File: src/inc/bfs_cfg.svh
// constants for the buck fault and mode sequencer
`ifndef BFS_CFG_SVH
`define BFS_CFG_SVH
// ****************************************************
// hiccup, clamp and standby thresholds, in switching cycles
// ****************************************************
`define BFS_HICCUP_LIMIT 10'h200
`define BFS_CLAMP_LIMIT 10'h020
`define BFS_CLEAN_LIMIT 3'h4
`define BFS_MISS_LIMIT 5'h10
// ****************************************************
// dead-time delay and mode-clock detection
// ****************************************************
`define BFS_DEAD_NS 20
`define BFS_CLK_NS 10
`define BFS_DEAD_CYC (((`BFS_DEAD_NS + `BFS_CLK_NS - 1) / `BFS_CLK_NS))
`define BFS_TOGGLE_WIN 8'hff
`endif

File: src/inc/bfs_pkg.sv
// types for the buck fault and mode sequencer
package bfs_pkg;
    // hiccup sequence states
    typedef enum logic [1:0] {
        BFS_RUN,
        BFS_WAIT_RESTART,
        BFS_SOFTSTART
    } bfs_hiccup_e;
    // gate drive sequencer states
    typedef enum logic [2:0] {
        BFS_OFF,
        BFS_HS_WAIT,
        BFS_HS_ON,
        BFS_LS_WAIT,
        BFS_LS_ON
    } bfs_gate_e;
    typedef logic [9:0] bfs_count_t;
endpackage

File: src/design/bfs_mode_decode.sv
// decodes the conduction mode select input, high or toggling means continuous
`timescale 1ns/10ps
`include "bfs_cfg.svh"
module bfs_mode_decode (
    // clock and reset
    input wire logic clk,
    input wire logic sys_rst,
    // mode pin level
    input wire logic conduction_mode_select,
    // decoded mode
    output logic forced_continuous_mode
);
    import bfs_pkg::*;
    logic last_ff; // previous pin level
    logic [7:0] quiet_ff; // cycles since last edge
    // ****************************************************
    // edge watch: toggling counts as continuous
    // ****************************************************
    always_ff @(posedge clk) begin
        if (sys_rst) begin
            last_ff <= 1'b0;
            quiet_ff <= `BFS_TOGGLE_WIN;
        end else begin
            last_ff <= conduction_mode_select;
            if (last_ff != conduction_mode_select) begin
                quiet_ff <= 8'h00;
            end else if (quiet_ff != `BFS_TOGGLE_WIN) begin
                quiet_ff <= quiet_ff + 8'h01;
            end
        end
    end
    // high level or recent edge selects continuous
    always_ff @(posedge clk) begin
        if (sys_rst) begin
            forced_continuous_mode <= 1'b1;
        end else begin
            forced_continuous_mode <= conduction_mode_select | (quiet_ff != `BFS_TOGGLE_WIN);
        end
    end
endmodule

File: src/design/bfs_gate_seq.sv
// adaptive dead-time sequencer for the two gate drives
`timescale 1ns/10ps
`include "bfs_cfg.svh"
module bfs_gate_seq (
    // clock and reset
    input wire logic clk,
    input wire logic sys_rst,
    // demands
    input wire logic hs_demand,
    input wire logic ls_demand,
    // gate comparators: gate below 2.5 V
    input wire logic hs_gate_low,
    input wire logic ls_gate_low,
    // drives
    output logic high_side_gate_drive,
    output logic low_side_gate_drive
);
    import bfs_pkg::*;
    bfs_gate_e state_ff; // sequencer state
    logic [3:0] dly_ff; // fixed delay counter
    // ****************************************************
    // break-before-make sequencing
    // ****************************************************
    always_ff @(posedge clk) begin
        if (sys_rst) begin
            state_ff <= BFS_OFF;
            dly_ff <= 4'h0;
        end else begin
            unique case (state_ff)
                BFS_OFF: begin
                    dly_ff <= 4'h0;
                    if (hs_demand) state_ff <= BFS_HS_WAIT;
                    else if (ls_demand) state_ff <= BFS_LS_WAIT;
                end
                // wait for low gate low, then delay
                BFS_HS_WAIT: begin
                    if (!hs_demand) state_ff <= BFS_OFF;
                    else if (ls_gate_low) begin
                        if (dly_ff == 4'(`BFS_DEAD_CYC - 1)) state_ff <= BFS_HS_ON;
                        else dly_ff <= dly_ff + 4'h1;
                    end else dly_ff <= 4'h0;
                end
                BFS_HS_ON: begin
                    if (!hs_demand) state_ff <= BFS_OFF;
                end
                // high gate must fall first
                BFS_LS_WAIT: begin
                    if (!ls_demand || hs_demand) state_ff <= BFS_OFF;
                    else if (hs_gate_low) begin
                        if (dly_ff == 4'(`BFS_DEAD_CYC - 1)) state_ff <= BFS_LS_ON;
                        else dly_ff <= dly_ff + 4'h1;
                    end else dly_ff <= 4'h0;
                end
                BFS_LS_ON: begin
                    if (!ls_demand || hs_demand) state_ff <= BFS_OFF;
                end
                default: state_ff <= BFS_OFF;
            endcase
        end
    end
    // drives decoded from one state, never both
    assign high_side_gate_drive = (state_ff == BFS_HS_ON);
    assign low_side_gate_drive = (state_ff == BFS_LS_ON);
endmodule

File: src/design/bfs_sequencer.sv
// fault, mode and standby sequencer of a synchronous buck controller
// ****************************************************
// ****************************************************
`timescale 1ns/10ps
`include "bfs_cfg.svh"
module bfs_sequencer (
    // clock and reset
    input wire logic clk,
    input wire logic sys_rst,
    // switching cycle timing
    input wire logic cycle_start,
    input wire logic pwm_demand,
    // comparators
    input wire logic current_limit,
    input wire logic reverse_current,
    input wire logic restart_at_threshold,
    input wire logic softstart_pin_low,
    input wire logic hs_gate_low,
    input wire logic ls_gate_low,
    // mode pin
    input wire logic conduction_mode_select,
    // gate drives
    output logic high_side_gate_drive,
    output logic low_side_gate_drive,
    // pin controls
    output logic restart_timer_pin_pull_low,
    output logic restart_charge_enable,
    output logic softstart_pull_low,
    output logic softstart_clamp_enable,
    output logic comp_pull_low,
    output logic standby,
    output logic forced_continuous_mode
);
    import bfs_pkg::*;
    bfs_hiccup_e hic_ff; // hiccup state
    bfs_count_t lim_cnt_ff; // limited-cycle counter
    logic [2:0] clean_ff; // clean cycles in a row
    logic [4:0] miss_ff; // cycles without demand
    logic lim_seen_ff; // limit hit this cycle
    logic dem_seen_ff; // demand seen this cycle
    logic hs_term_ff; // high side ended this cycle
    logic rev_ff; // reverse current this cycle
    logic clamp_hold_ff; // emulation clamp latch
    logic hs_dem, ls_dem; // demand to gate sequencer
    logic hs_drv, ls_drv; // sequencer outputs
    logic fault_off; // own fault shutdown
    logic lim_now, dem_now; // this cycle incl. current input
    // ****************************************************
    // mode decode and gate sequencer
    // ****************************************************
    bfs_mode_decode u_mode (
        .clk(clk),
        .sys_rst(sys_rst),
        .conduction_mode_select(conduction_mode_select),
        .forced_continuous_mode(forced_continuous_mode)
    );
    bfs_gate_seq u_gate (
        .clk(clk),
        .sys_rst(sys_rst),
        .hs_demand(hs_dem),
        .ls_demand(ls_dem),
        .hs_gate_low(hs_gate_low),
        .ls_gate_low(ls_gate_low),
        .high_side_gate_drive(hs_drv),
        .low_side_gate_drive(ls_drv)
    );
    assign lim_now = lim_seen_ff | current_limit;
    assign dem_now = dem_seen_ff | pwm_demand;
    assign fault_off = (hic_ff != BFS_RUN);
    // ****************************************************
    // per-cycle event capture
    // ****************************************************
    always_ff @(posedge clk) begin
        if (sys_rst || cycle_start) begin
            lim_seen_ff <= 1'b0;
            dem_seen_ff <= 1'b0;
            hs_term_ff <= 1'b0;
            rev_ff <= 1'b0;
        end else begin
            if (current_limit) lim_seen_ff <= 1'b1;
            if (pwm_demand) dem_seen_ff <= 1'b1;
            if (current_limit || (dem_seen_ff && !pwm_demand)) hs_term_ff <= 1'b1;
            if (reverse_current && !forced_continuous_mode) rev_ff <= 1'b1;
        end
    end
    // high side while demanded and not limited; low side rest of the cycle, in emulation only until reverse current
    always_comb begin
        hs_dem = pwm_demand && !current_limit && !hs_term_ff && !fault_off && !standby;
        ls_dem = 1'b0;
        if (fault_off) begin
            ls_dem = 1'b0;
        end else if (softstart_pin_low && forced_continuous_mode) begin
            ls_dem = 1'b1;
        end else if (!hs_dem && dem_now && !standby) begin
            ls_dem = !rev_ff && !(reverse_current && !forced_continuous_mode);
        end
    end
    // ****************************************************
    // hiccup counter on cycle boundaries
    // ****************************************************
    always_ff @(posedge clk) begin
        if (sys_rst) begin
            lim_cnt_ff <= 10'h000;
            clean_ff <= 3'h0;
        end else if (cycle_start) begin
            if (lim_now) begin
                clean_ff <= 3'h0;
                if (lim_cnt_ff != `BFS_HICCUP_LIMIT) lim_cnt_ff <= lim_cnt_ff + 10'h001;
            end else if (clean_ff == `BFS_CLEAN_LIMIT - 3'h1) begin
                clean_ff <= 3'h0;
                lim_cnt_ff <= 10'h000;
            end else begin
                clean_ff <= clean_ff + 3'h1;
            end
        end else if (hic_ff == BFS_WAIT_RESTART) begin
            lim_cnt_ff <= 10'h000;
        end
    end
    // ****************************************************
    // hiccup sequence
    // ****************************************************
    always_ff @(posedge clk) begin
        if (sys_rst) begin
            hic_ff <= BFS_RUN;
        end else begin
            unique case (hic_ff)
                BFS_RUN: if (lim_cnt_ff == `BFS_HICCUP_LIMIT) hic_ff <= BFS_WAIT_RESTART;
                BFS_WAIT_RESTART: if (restart_at_threshold) hic_ff <= BFS_SOFTSTART;
                BFS_SOFTSTART: hic_ff <= BFS_RUN;
                // unused code falls back to normal run
                default: hic_ff <= BFS_RUN;
            endcase
        end
    end
    // emulation clamp latch, held until counter clears
    always_ff @(posedge clk) begin
        if (sys_rst || lim_cnt_ff == 10'h000) begin
            clamp_hold_ff <= 1'b0;
        end else if (lim_cnt_ff >= `BFS_CLAMP_LIMIT) begin
            clamp_hold_ff <= 1'b1;
        end
    end
    // ****************************************************
    // standby on missing cycles
    // ****************************************************
    always_ff @(posedge clk) begin
        if (sys_rst) begin
            miss_ff <= 5'h00;
            standby <= 1'b0;
        end else if (pwm_demand || forced_continuous_mode) begin
            miss_ff <= 5'h00;
            standby <= 1'b0;
        end else if (cycle_start && !dem_seen_ff) begin
            if (miss_ff == `BFS_MISS_LIMIT - 5'h01) standby <= 1'b1;
            else miss_ff <= miss_ff + 5'h01;
        end else if (cycle_start) begin
            miss_ff <= 5'h00;
        end
    end
    // ****************************************************
    // registered pin controls
    // ****************************************************
    always_ff @(posedge clk) begin
        if (sys_rst) begin
            restart_timer_pin_pull_low <= 1'b1;
            restart_charge_enable <= 1'b0;
            softstart_pull_low <= 1'b0;
            comp_pull_low <= 1'b0;
            softstart_clamp_enable <= 1'b1;
            high_side_gate_drive <= 1'b0;
            low_side_gate_drive <= 1'b0;
        end else begin
            restart_timer_pin_pull_low <= (hic_ff != BFS_WAIT_RESTART);
            restart_charge_enable <= (hic_ff == BFS_WAIT_RESTART);
            softstart_pull_low <= (hic_ff == BFS_WAIT_RESTART);
            comp_pull_low <= (hic_ff == BFS_WAIT_RESTART) || softstart_pin_low;
            softstart_clamp_enable <= forced_continuous_mode || clamp_hold_ff;
            high_side_gate_drive <= hs_drv && !fault_off;
            low_side_gate_drive <= ls_drv && !fault_off && !hs_drv;
        end
    end
endmodule

File: config.mk
export PLATFORM = sky130hd
export DESIGN_NAME = bfs_sequencer
export DESIGN_NICKNAME = d
export VERILOG_FILES = /design/src/inc/bfs_pkg.sv /design/src/design/bfs_mode_decode.sv /design/src/design/bfs_gate_seq.sv /design/src/design/bfs_sequencer.sv
export VERILOG_INCLUDE_DIRS = /design/src /design/src/inc
export SDC_FILE = /design/constraint.sdc
export NUM_CORES = 1
export LEC_CHECK = 0
export BUFFER_PORTS_ARGS = -buffer_cell sky130_fd_sc_hd__buf_2
export CAP_MARGIN = 20
export CELL_PAD_IN_SITES_DETAIL_PLACEMENT = 0
export CELL_PAD_IN_SITES_GLOBAL_PLACEMENT = 1
export CORE_ASPECT_RATIO = 0.7
export CORE_MARGIN = 5
export CORE_UTILIZATION = 29
export CTS_BUF_LIST = sky130_fd_sc_hd__clkbuf_8
export CTS_CLUSTER_SIZE = 28
export DETAILED_ROUTE_END_ITERATION = 6
export GPL_TIMING_DRIVEN = 1
export PLACE_DENSITY_LB_ADDON = 0.1
export REMOVE_ABC_BUFFERS = 1
export SLEW_MARGIN = 20
export SYNTH_ARGS = -nofsm -noshare
export SYNTH_HDL_FRONTEND = slang
export SYNTH_HIERARCHICAL = 1
export SYNTH_SLANG_ARGS = --single-unit
export TNS_END_PERCENT = 1
File: constraint.sdc
create_clock -name clk -period 5.6 [get_ports clk]
set_input_delay 1.4 -clock clk [delete_from_list [all_inputs] [get_ports clk]]
set_output_delay 1.4 -clock clk [all_outputs]
set_load 0.01 [all_outputs]
# Word level (Yosys, flattened, before mapping)

Index checks and enable logic that the tools add are counted.

Flip-flop bits (word level): 49
Input port bits: 11
Output and inout port bits: 9
Word-level logic and storage cells: 140

Add/sub/neg operators: 5
Magnitude comparators: 1
Equal/unequal tests: 27
Multiplexer cells: 35
Bitwise gates (word level): 3
Reductions and logical operators: 48

Operators by type and width:

| operator                                                           | count |
|---|---|
| two-way mux 10 bit                                                 | 5 |
| two-way mux 3 bit                                                  | 12 |
| two-way mux 4 bit                                                  | 5 |
| two-way mux 8 bit                                                  | 2 |
| two-way mux 5 bit                                                  | 3 |
| case mux 3 bit (5 select lines)                                    | 1 |
| logical AND 1 bit                                                  | 14 |
| logical NOT 1 bit                                                  | 12 |
| case mux 4 bit (3 select lines)                                    | 1 |
| adder 10 x 1 -> 10 bit, second input constant                      | 1 |
| equality test 10 bit, second input constant                        | 1 |
| greater-or-equal comparator 10 x 6 -> 1 bit, second input constant | 1 |
| logical NOT 10 bit                                                 | 1 |
| != test 10 bit, second input constant                              | 1 |
| != test 2 bit, second input constant                               | 5 |
| equality test 3 x 2 -> 1 bit, second input constant                | 3 |
| != test 3 x 1 -> 1 bit, second input constant                      | 3 |
| adder 8 x 1 -> 8 bit, second input constant                        | 1 |
| != test 8 bit, second input constant                               | 1 |
| nonzero test 2 bit                                                 | 4 |
| logical OR 1 bit                                                   | 7 |
| AND reduction 7 bit                                                | 1 |
| != test 2 x 1 -> 1 bit, second input constant                      | 3 |
| != test 3 x 2 -> 1 bit, second input constant                      | 2 |
| 20 further kinds                                                   | 29 |

# Depth between registers and ports, before layout

Gate-level depths: netlist of run 1.

Word-level depth: 15
Depth in mapped cells: 8
Mapped depth without buffers: 8

# Hierarchy

Netlist of run 1, hierarchy kept.

By module, submodules not included:

| module          | instances | cells each | area each (µm²) | seq. area each (µm²) |
|---|---|---|---|---|
| bfs_sequencer   | 1         | 165        | 1507.7          | 640.6 |
| bfs_gate_seq    | 1         | 56         | 504.2           | 140.1 |
| bfs_mode_decode | 1         | 50         | 474.2           | 200.2 |

# Least setup slack after synthesis of run 1

No wires, ideal clock.

Kind: input -> register
Start: in reverse_current
End: reg u_gate.state_ff[0]
Library setup time: 0.080 ns
Arrival: 2.786 ns
Data required time: 5.520 ns
Path slack: 2.735 ns
Stages on the path: 7
Buffers on the path: 0
Cell sequence: a21oi_1 a32oi_1 nor3_1 nand3b_1 mux2_2 a211oi_2 nor3b_1

Word-level cells in the longest chain between the ends: 10
Elaborated cells between the ends (all ways): 15
Classes of those cells: eq/ne (4); mux (5); reduce/logical (6)

RTL lines:

| element                                                                                 | line                                   | source |
|---|---|---|
| start, declared                                                                         | bfs_sequencer.sv:15                    | `input wire logic reverse_current,` |
| logical AND 1 bit (*)                                                                   | bfs_sequencer.sv:95                    | `ls_dem = !rev_ff && !(reverse_current && !forced_continuous_mode);` |
| logical NOT 1 bit (*)                                                                   | bfs_sequencer.sv:95                    |  |
| logical AND 1 bit (*)                                                                   | bfs_sequencer.sv:95                    |  |
| two-way mux 1 bit (*)                                                                   | bfs_sequencer.sv:94                    | `end else if (!hs_dem && dem_now && !standby) begin` |
| two-way mux 1 bit (*)                                                                   | bfs_sequencer.sv:92                    | `end else if (softstart_pin_low && forced_continuous_mode) begin` |
| two-way mux 1 bit (*)                                                                   | bfs_sequencer.sv:90                    | `if (fault_off) begin` |
| via ls_dem                                                                              | bfs_sequencer.sv:44                    | `logic hs_dem, ls_dem;` |
| logical NOT 1 bit                                                                       | bfs_gate_seq.sv:48, bfs_gate_seq.sv:55 |  |
| logical OR 1 bit                                                                        | bfs_gate_seq.sv:48, bfs_gate_seq.sv:55 |  |
| != test 3 x 1 -> 1 bit (no line) (tied with other cells)                                | --                                     |  |
| AND reduction 7 bit (no line) / case mux 3 bit (5 select lines) (equally long branches) | --                                     |  |
| end signal, assigned                                                                    | bfs_gate_seq.sv:48                     | `if (!ls_demand \|\| hs_demand) state_ff <= BFS_OFF;` |
| end signal, assigned                                                                    | bfs_gate_seq.sv:50                     | `` if (dly_ff == 4'(`BFS_DEAD_CYC - 1)) state_ff <= BFS_LS_ON; `` |
| end signal, assigned                                                                    | bfs_gate_seq.sv:55                     | `if (!ls_demand \|\| hs_demand) state_ff <= BFS_OFF;` |
| end, declared                                                                           | bfs_gate_seq.sv:19                     | `bfs_gate_e state_ff;` |

Mark *: on every way through the listed nets, which the timed path passes. The rest lies on a longest branch.
A chain may end at the register's enable or synchronous reset.

# Worst setup path after layout of run 1

Start: in current_limit
End: reg u_gate.state_ff[0]

Word-level cells in the longest chain between the ends: 15
Elaborated cells between the ends (all ways): 25
Classes of those cells: eq/ne (7); mux (7); reduce/logical (11)

RTL lines:

| element                                                                                 | line                                   | source |
|---|---|---|
| start, declared                                                                         | bfs_sequencer.sv:14                    | `input wire logic current_limit,` |
| logical NOT 1 bit (*)                                                                   | bfs_sequencer.sv:88                    | `hs_dem = pwm_demand && !current_limit && !hs_term_ff && !fault_off && !standby;` |
| logical AND 1 bit (*) (4 in a row)                                                      | bfs_sequencer.sv:88                    |  |
| logical NOT 1 bit (*)                                                                   | --                                     |  |
| logical AND 1 bit (*) (2 in a row)                                                      | bfs_sequencer.sv:94                    |  |
| two-way mux 1 bit (*)                                                                   | bfs_sequencer.sv:94                    |  |
| two-way mux 1 bit (*)                                                                   | bfs_sequencer.sv:92                    |  |
| two-way mux 1 bit (*)                                                                   | bfs_sequencer.sv:90                    |  |
| via ls_dem                                                                              | bfs_sequencer.sv:44                    |  |
| logical NOT 1 bit                                                                       | bfs_gate_seq.sv:48, bfs_gate_seq.sv:55 |  |
| logical OR 1 bit                                                                        | bfs_gate_seq.sv:48, bfs_gate_seq.sv:55 |  |
| != test 3 x 1 -> 1 bit (no line) (tied with other cells)                                | --                                     |  |
| AND reduction 7 bit (no line) / case mux 3 bit (5 select lines) (equally long branches) | --                                     |  |

Marked as above.

==> results of run 1 <==
[cells in the final DEF (no fill, tap or decap), types with 3 or more instances in the layout]
| cell type | synthesis | final |
|---|---|---|
| nand2b_1 | 10 | 10 |
| inv_1 | 15 | 18 |
| and3_1 | 12 | 12 |
| ha_1 | 8 | 8 |
| o2bb2ai_1 | 4 | 4 |
| o211ai_1 | 3 | 3 |
| buf_2 | 1 | 19 |
| mux2i_1 | 4 | 4 |
| dfxtp_1 | 49 | 49 |
| nand2_1 | 11 | 11 |
| nor2b_1 | 7 | 7 |
| nor3b_1 | 3 | 3 |
| nand3_1 | 9 | 9 |
| nor4_1 | 9 | 9 |
| nor2_1 | 15 | 15 |
| o21ai_0 | 8 | 8 |
| a31oi_1 | 3 | 3 |
| or3_1 | 4 | 4 |
| clkbuf_8 | 0 | 5 |
| a21oi_1 | 5 | 5 |
| o32ai_1 | 3 | 3 |
| nand4b_1 | 3 | 3 |
| a211oi_1 | 4 | 4 |
| a22oi_1 | 3 | 3 |
| o31ai_1 | 3 | 3 |
| or2_2 | 3 | 3 |
| a211o_1 | 8 | 8 |
| nor3_1 | 10 | 10 |
| and2_1 | 5 | 5 |
[power by group through the flow]
stage	clock network (W)	registers, W	logic (W)
6_report	0.000203	0.000384	0.0000927
5_1_grt	0.000232	0.000387	0.000106
4_1_cts	0.000215	0.000383	0.0000928
3_5_place_dp	0	0.000391	0.0000924
3_3_place_gp	0	0.000392	0.0000935
2_1_floorplan	0	0.000387	0.0000665
[flip-flops by register name, indices dropped and copies added, names as in the netlist, 2 cells and up]
| name | flops |
|---|---|
| clean_ff | 3 |
| hic_ff | 2 |
| lim_cnt_ff | 10 |
| miss_ff | 5 |
| u_gate/dly_ff | 4 |
| u_gate/state_ff | 3 |
| u_mode/quiet_ff | 8 |
[worst max path at each step]
stage / start / endpoint / slack, ps
2_1_floorplan: reverse_current / u_gate/state_ff[0]$_SDFFE_PP0P_ / 2730
3_3_place_gp: current_limit / u_gate/state_ff[0]$_SDFFE_PP0P_ / 2420
3_5_place_dp: current_limit / u_gate/state_ff[0]$_SDFFE_PP0P_ / 2390
4_1_cts: current_limit / u_gate/state_ff[0]$_SDFFE_PP0P_ / 2690
5_1_grt: pwm_demand / u_gate/state_ff[0]$_SDFFE_PP0P_ / 2410
6_report: current_limit / u_gate/state_ff[0]$_SDFFE_PP0P_ / 2680
[critical path, cell delays in order]
cell	delay, ps
buf_2	120
nor2_1	70
nand4b_1	110
a32oi_1	120
nor3_1	380
nand3b_1	160
mux2_2	330
a211oi_2	250
nor3b_1	210
[routing by layer]
| metal | share of wire (%) | up-vias | global-route usage [%] |
|---|---|---|---|
| met5 | 0 | - | 0 |
| met4 | 1.1 | 0 | 3.086 |
| met3 | 3.3 | 6 | 3.312 |
| met2 | 37 | 27 | 15.05 |
| met1 | 58 | 937 | 17.64 |
| li1 | - | 1047 | - |
[cells by family after synthesis]
family	after synthesis	share of synthesized area, %
AND/OR/NAND/NOR	121	29.69
AO/OA/AOI/OAI	60	18.82
flip-flops	49	39.46
buffers and inverters	24	4.428
adder cells (fa/ha/maj)	8	4.026
multiplexers	6	2.516
XOR/XNOR	3	1.057
[through the flow]
stage / worst slack [ps] / total power (W)
final: 2680 / 0.0006798
after global routing: 2412 / 0.0007254
after CTS: 2695 / 0.0006911
after detailed placement: 2394 / 0.0004839
after global placement: 2418 / 0.0004859
after floorplan: 2735 / 0.0004531
[Yosys cell counts (5+ instances only)]
cell / instances / area share (%)
inv_1: 15 / 2.3
nand2b_1: 10 / 2.5
nor4_1: 9 / 2.3
nor3_1: 10 / 2.0
nor2b_1: 7 / 1.8
nor2_1: 15 / 2.3
nand3_1: 9 / 1.8
o21ai_0: 8 / 1.6
a21oi_1: 5 / 1.0
nand2_1: 11 / 1.7
a211o_1: 8 / 2.8
ha_1: 8 / 4.0
and3_1: 12 / 3.0
dfxtp_1: 49 / 39
and2_1: 5 / 1.3
[area by class of cell]
type / count / area, sq um
Clock inverter: 3 / 11.26
Multi-Input combinational cell: 198 / 1395
Fill cell: 892 / 5662
Clock buffer: 5 / 68.82
Timing Repair Buffer: 20 / 102.6
Tap cell: 105 / 131.4
Sequential cell: 49 / 980.9
Inverter: 15 / 56.30
==> results.toml, run 1 <==
[grt]
grt_max_degree = 29
grt_antenna_before_repair = 0
grt_pass1_wl_mm = 9.570
grt_pass1_vias = 1871
grt_overflow = 0
grtUsageTotal_pct = 11.42

[critical_path]
crit_required_ps = 5830
worstSetupPathType = "input pin to flip-flop"
r2r-end = "u_gate/state_ff[0]$_SDFFE_PP0P_"
cp-start-kind = "input pin"
path_max_fanout = 4
reg2reg_slack_ps = 3340
reg2reg_depth = 8
critPathCaptureType = "flip-flop"
timing.rr.start = "dem_seen_ff$_SDFFE_PP0P_"
crit_arrival_ps = 3150

[sta]
worst_pin_slew_ps = 730.8
fmax_mhz = 342.5
maxSlewViolCount = 0
hold_violations = 0
rsz0062_at_grt = "false"
fin_tns_setup_ps = 0
relSlewSlack_pct = 50.93
fin_crit_sh_pct = 52.14
final.min_clock_period_ps = 2920
hold_slack_ps = 475.9
setup_viol = 0
skew_ps = 3.468

[placed_design]
port_buffers = 19
routabilityCongestion = 0.6934
placed_cell_area_sq_mm = 0.002666
dp_cells = 387
hpwl_mm = 3.986

[pwr]
intPower_w = 0.0004872
power_frac_comb_pct = 13.6
powerDensity_mw_per_mm2 = 247.5
leakage_nw = 1.134
seqPwrFrac_pct = 56.5
p_clk_share_pct = 29.9
max-vdd-ir-drop_mv = 0.08021
p_sw_w = 0.0001925
switching_share_pct = 28.32

[clock_network]
cts_tree = "built"
clock_sinks = 49
cts_hold_buf = 0
cts_setup_buffers = 0
clk_pin_slew_ps = 90
numCtsBuffers = 5
clockBufferDepth = 2
h-tree-depth = 2
clock_latency_ps = 300
cts_root_buf = "clkbuf_8"
cts_resized = 0

[worst_hold_path]
hold_start = "clamp_hold_ff$_SDFFE_PP0P_"
holdPathEnd = "softstart_clamp_enable$_SDFF_PP1_"
holdPathStages = 1
min_path_type = "flip-flop to flip-flop"

[final_layout]
antenna_cells = 0
nNetsFinal = 308
instances_no_fill = 395
drive_above_1_share_pct = 15.52
final_util_pct = 32.66
finalInstanceArea_sq_mm = 0.002746
syn_to_final_growth_pct = 10.47

[synth]
synth_async_sr_flop_share_pct = 0
ys_seq_area_share_pct = 39.46
synth_edf_count = 0
dominantRegCellSynth = "dfxtp_1"
yosysWarnings = 6
syn_area_sq_mm = 0.002486
synth_cell_types = 67
yosys_register_bits = 49
syn_avg_cell_area_sq_um = 9.174
synth_cells = 271

[floorplanning]
die_y_microns = 87.47
rows = 28
die_w_microns = 120.7
die_area_sq_mm = 0.01055
io_pins = 20
start_util_pct = 29.57
coreArea_sq_mm = 0.008408

[detailed_routing]
first_pass_iters = 4
routed_wl_mm = 5.667
avgRoutedWirePerCell_microns = 14.35
drt_iter0_drc = 120
drc = 0
ant_nets = 0
via_count = 2017
routed_via_density = 5.106

[job]
maxCapViolCount = 0

[outcome]
status = "complete, no violations"
(Power assumes the default switching activity.)
==> run 2, diff against run 1 <==
==> constraint.sdc (replaced) <==
create_clock -name clk -period 2.5 [get_ports clk]
set_input_delay 0.625 -clock clk [delete_from_list [all_inputs] [get_ports clk]]
set_output_delay 0.625 -clock clk [all_outputs]
set_load 0.01 [all_outputs]
==> run 2 against run 1 <==
  * Critical path type is now flip-flop to flip-flop
  * First-iteration DRC count shrank 28%
  * Clock skew grew 3.5 ps
  * Critical path depth shrank 3
  * Core utilization grew 0.79 points
  * Clock-buffer cell count grew 2
==> results.toml, run 2 (synthesized netlist as in run 1, its figures left out) <==
[clock_network]
clk_pin_slew_ps = 90
cts_hold_buf = 0
cts_root_buf = "clkbuf_8"
cts_resized = 0
clockBufferDepth = 2
numCtsBuffers = 5
cts_tree = "built"
h-tree-depth = 2
clock_sinks = 49
cts_setup_buffers = 0
clock_latency_ps = 310

[final_layout]
nNetsFinal = 314
antenna_cells = 0
final_common_cell = "dfxtp_1"
instances_no_fill = 401
drive_above_1_share_pct = 18.24
top_regs = "lim_cnt_ff x10, u_mode/quiet_ff x8, miss_ff x5"
regMostFlops = "lim_cnt_ff"
final_cell_mix = "dfxtp_1, buf_2, inv_1, nor2_1, and3_1"
largest_register_ffs = 10
syn_to_final_growth_pct = 13.14

[placed_design]
port_buffers = 19
routabilityCongestion = 0.7136
hpwl_mm = 4.166
dp_cells = 393

[pwr]
powerDensity_mw_per_mm2 = 567.1
leakage_nw = 1.165
max-vdd-ir-drop_mv = 0.2382
power_w = 0.001595

[worst_hold_path]
min_path_type = "flip-flop to flip-flop"
hold_start = "clean_ff[1]$_SDFFE_PP0P_"

[critical_path]
worstSetupPathType = "flip-flop to flip-flop"
startpoint = "lim_cnt_ff[0]$_SDFFE_PP0P_"
timing.rr.start = "lim_cnt_ff[0]$_SDFFE_PP0P_"
crit_required_ps = 2760
critPathCaptureType = "flip-flop"
cp-start-kind = "flip-flop"
crit_arrival_ps = 2420
crit_chain = "inv_1, ha_1, or4b_4, nor4_1, o31a_1, a22o_1"
endpoint = "lim_cnt_ff[0]$_SDFFE_PP0P_"
cpPeakStageDelay_ps = 470
path_max_fanout = 9
r2r-end = "lim_cnt_ff[0]$_SDFFE_PP0P_"
reg2reg_slack_ps = 340
cpMaxStageDelayCell = "or4b_4"
reg2reg_depth = 6

[sta]
relSlewSlack_pct = 61.66
fmax_mhz = 462.2
skew_ps = 7.003
fin_crit_sh_pct = 86.54
hold_slack_ps = 476.7
setup_viol = 0
final.min_clock_period_ps = 2164
hold_violations = 0
maxSlewViolCount = 0
worst_pin_slew_ps = 573.0
rsz0062_at_grt = "false"
fin_tns_setup_ps = 0

[grt]
grt_max_degree = 17
grt_pass1_wl_mm = 10.03
grt_antenna_before_repair = 0
grt_pass1_vias = 1930
grt_overflow = 0
grtUsageTotal_pct = 11.92

[detailed_routing]
drc = 0
via_count = 2015
first_pass_iters = 4
routed_wl_mm = 5.735
ant_nets = 0
routed_via_density = 5.025
avgRoutedWirePerCell_microns = 14.30
drt_iter0_drc = 86

[floorplanning]
rows = 28
coreArea_sq_mm = 0.008408
die_w_microns = 120.7
io_pins = 20
die_y_microns = 87.47
start_util_pct = 29.57
die_area_sq_mm = 0.01055

[job]
maxCapViolCount = 0

[outcome]
status = "complete, no violations"
-- run 2: cell types whose count changed in the layout (fill, tap and decap cells not counted), sizes merged --
| cell | change |
|---|---|
| inv | -3 |
| clkinv | +1 |
| clkbuf | +2 |
| buf | +6 |
-- run 2: layer usage --
layer | part of all wire (%) | global-route usage (%) | vias up
li1 | - | - | 1059
met1 | 57 | 18.02 | 919
met2 | 38 | 16.07 | 30
met3 | 4.0 | 3.312 | 7
met4 | 1.2 | 3.704 | 0
met5 | 0 | 0 | -
-- run 2: power by group --
group	total [W]	internal [W]	switching [W]
clock	0.000519	0.000251	0.000269
combinational	0.000217	0.0000990	0.000118
sequential	0.000859	0.000811	0.0000474
total	0.00160	0.00116	0.000434
-- run 2: critical path: cells and delay by family, from the launching register on --
kind	cells	cell delay, ps
AND/OR/NAND/NOR	2	870
AO/OA/AOI/OAI	2	670
flip-flops	1	370
adder cells (fa/ha/maj)	1	130
buffers and inverters	1	70
-- run 2: metrics by stage --
stage | setup WS, ps | utilization [%] | cell area, sq um
4_1_cts | 327.3 | 33.45 | 2813
5_1_grt | 161.3 | 33.45 | 2813
3_3_place_gp | 291.6 | 32.25 | 2711
6_report | 336.4 | 33.45 | 2813
3_5_place_dp | 261.1 | 32.25 | 2711
2_1_floorplan | 409.6 | - | 2432
-- run 2: how the worst min path moves through the flow --
stage | to | cells past startpoint | slack, ps
after CTS | clean_ff[1]$_SDFFE_PP0P_ | 2 | 470
after global placement | clean_ff[1]$_SDFFE_PP0P_ | 2 | 460
after global routing | clean_ff[1]$_SDFFE_PP0P_ | 2 | 500
after detailed placement | clean_ff[1]$_SDFFE_PP0P_ | 2 | 460
final | clean_ff[1]$_SDFFE_PP0P_ | 2 | 480
after floorplan | softstart_clamp_enable$_SDFF_PP1_ | 1 | 420
-- run 2: layout make-up --
class | instances | area [sq um]
clock inverters | 1 | 5.005
clock buffers | 7 | 96.34
well taps | 105 | 131.4
fillers | 885 | 5595
multi-input cells | 198 | 1395
flip-flops and latches | 49 | 980.9
inverters | 15 | 56.30
repair buffers | 26 | 147.6
==> run 3, diff against run 2 <==
--- a/config.mk
+++ b/config.mk
@@ -17,7 +17,7 @@
 export CTS_CLUSTER_SIZE = 28
 export DETAILED_ROUTE_END_ITERATION = 6
 export GPL_TIMING_DRIVEN = 1
-export PLACE_DENSITY_LB_ADDON = 0.1
+export PLACE_DENSITY = 0.55
 export REMOVE_ABC_BUFFERS = 1
 export SLEW_MARGIN = 20
 export SYNTH_ARGS = -nofsm -noshare
==> run 3 against run 2 <==
  * Sequential share of layout area increased by 0.36 points
  * Largest cell class unchanged
  * Final cell count decreased by 0.25%
  * Sequential cell count unchanged
  * Core utilization decreased by 0.34 points
  * Via count increased by 1.8%
  * First-iteration DRC count increased by 56%
  * Sequential power about the same
==> results.toml, run 3 (synthesized netlist as in run 1, its figures left out) <==
[outcome]
status = "complete, no violations"

[critical_path]
reg2reg_slack_ps = 370
crit_required_ps = 2750
crit_arrival_ps = 2390
path_max_fanout = 9
timing.rr.start = "lim_cnt_ff[0]$_SDFFE_PP0P_"
worstSetupPathType = "flip-flop to flip-flop"
r2r-end = "lim_cnt_ff[0]$_SDFFE_PP0P_"
critPathCaptureType = "flip-flop"
cp-start-kind = "flip-flop"
reg2reg_depth = 6

[floorplanning]
die_y_microns = 87.47
rows = 28
start_util_pct = 29.57
coreArea_sq_mm = 0.008408
die_area_sq_mm = 0.01055
io_pins = 20
die_w_microns = 120.7

[clock_network]
cts_tree = "built"
cts_resized = 0
clock_latency_ps = 310
cts_hold_buf = 0
clk_pin_slew_ps = 100
cts_setup_buffers = 0
h-tree-depth = 2
numCtsBuffers = 5
cts_root_buf = "clkbuf_8"
clock_sinks = 49
clockBufferDepth = 2

[grt]
grt_pass1_wl_mm = 9.936
grtUsageTotal_pct = 11.69
grt_pass1_vias = 2001
grt_overflow = 0
grt_antenna_before_repair = 0
grt_max_degree = 18

[final_layout]
top_regs = "lim_cnt_ff x10, u_mode/quiet_ff x8, miss_ff x5"
drive_above_1_share_pct = 16.95
final_common_cell = "dfxtp_1"
antenna_cells = 0
nNetsFinal = 313
regMostFlops = "lim_cnt_ff"
final_cell_mix = "dfxtp_1, buf_2, inv_1"
syn_to_final_growth_pct = 11.98
largest_register_ffs = 10
finalInstanceArea_sq_mm = 0.002784

[sta]
fin_tns_setup_ps = 0
fmax_mhz = 468.6
fin_ws_ps = 366.2
fin_crit_sh_pct = 85.35
hold_violations = 0
maxSlewViolCount = 0
relSlewSlack_pct = 56.07
skew_ps = 10.11
worst_pin_slew_ps = 654.3
setup_viol = 0
rsz0062_at_grt = "false"
final.min_clock_period_ps = 2134

[placed_design]
placed_cell_area_sq_mm = 0.002704
routabilityCongestion = 0.7570
post-place-ws_ps = 257.7
port_buffers = 19
hpwl_mm = 4.040

[pwr]
powerDensity_mw_per_mm2 = 551.7
leakage_nw = 1.157
max-vdd-ir-drop_mv = 0.1763

[detailed_routing]
routed_wl_mm = 5.723
via_count = 2052
drc = 0
first_pass_iters = 4
ant_nets = 0
avgRoutedWirePerCell_microns = 14.31
drt_iter0_drc = 134
routed_via_density = 5.130

[worst_hold_path]
holdPathStages = 1
holdPathEnd = "softstart_clamp_enable$_SDFF_PP1_"
hold_start = "clamp_hold_ff$_SDFFE_PP0P_"
min_path_type = "flip-flop to flip-flop"

[job]
maxCapViolCount = 0
run 3: cell types whose count changed in the layout (fill, tap and decap cells not counted), sizes merged:
cell    before  now
buf         26   25
clkbuf       7    5
clkinv       1    0
inv         15   18
run 3: area by class of cell:
cell class | count | area, sq um
fillers | 896 | 5624
multi-input cells | 198 | 1395
clock inverters | 3 | 11.26
well taps | 105 | 131.4
clock buffers | 5 | 68.82
inverters | 15 | 56.30
repair buffers | 25 | 140.1
flip-flops and latches | 49 | 980.9
run 3: where the power goes:
part,total (W),switching [W],internal [W],leakage [nW]
Sequential,0.000860,0.0000489,0.000812,0.400
Combinational,0.000215,0.000117,0.0000973,0.705
Clock,0.000461,0.000273,0.000188,0.0519
Total,0.00154,0.000439,0.00110,1.16
run 3: routing by layer:
metal  part of all wire, %  wire length, microns  up-vias  track usage [%]
li1                      -                     -     1058                -
met1                    57                  3236      956            17.25
met2                    38                  2190       34            16.57
met3                   4.3                   244        4            3.052
met4                  0.89                    51        0            3.395
met5                     0                     0        -                0
run 3: critical path, stage by stage, from the launching register on:
cell and delay [ps]:
dfxtp_1 370, inv_1 70, ha_1 130, or4b_4 470
nor4_1 370, o31a_1 470, a22o_1 210
run 3: worst max path at each step:
stage                                     startpoint                               to  slack, ps  cells after the start
after detailed placement             reverse_current  u_gate/state_ff[0]$_SDFFE_PP0P_        260                      8
after floorplan                      reverse_current  u_gate/state_ff[0]$_SDFFE_PP0P_        410                      7
final                     lim_cnt_ff[0]$_SDFFE_PP0P_       lim_cnt_ff[0]$_SDFFE_PP0P_        370                      6
after CTS                 lim_cnt_ff[0]$_SDFFE_PP0P_       lim_cnt_ff[0]$_SDFFE_PP0P_        340                      6
after global placement               reverse_current  u_gate/state_ff[0]$_SDFFE_PP0P_        300                      8
after global routing      lim_cnt_ff[0]$_SDFFE_PP0P_       lim_cnt_ff[9]$_SDFFE_PP0P_        190                      6
run 3: through the flow:
stage	util (%)	total power [W]	hold slack, ps	instances
2_1_floorplan	-	0.001015	416.3	262
4_1_cts	33.11	0.001554	465.8	400
3_3_place_gp	32.16	0.001097	444.1	392
5_1_grt	33.11	0.001629	492.8	400
3_5_place_dp	32.16	0.001091	444.2	392
6_report	33.11	0.001536	449.0	400
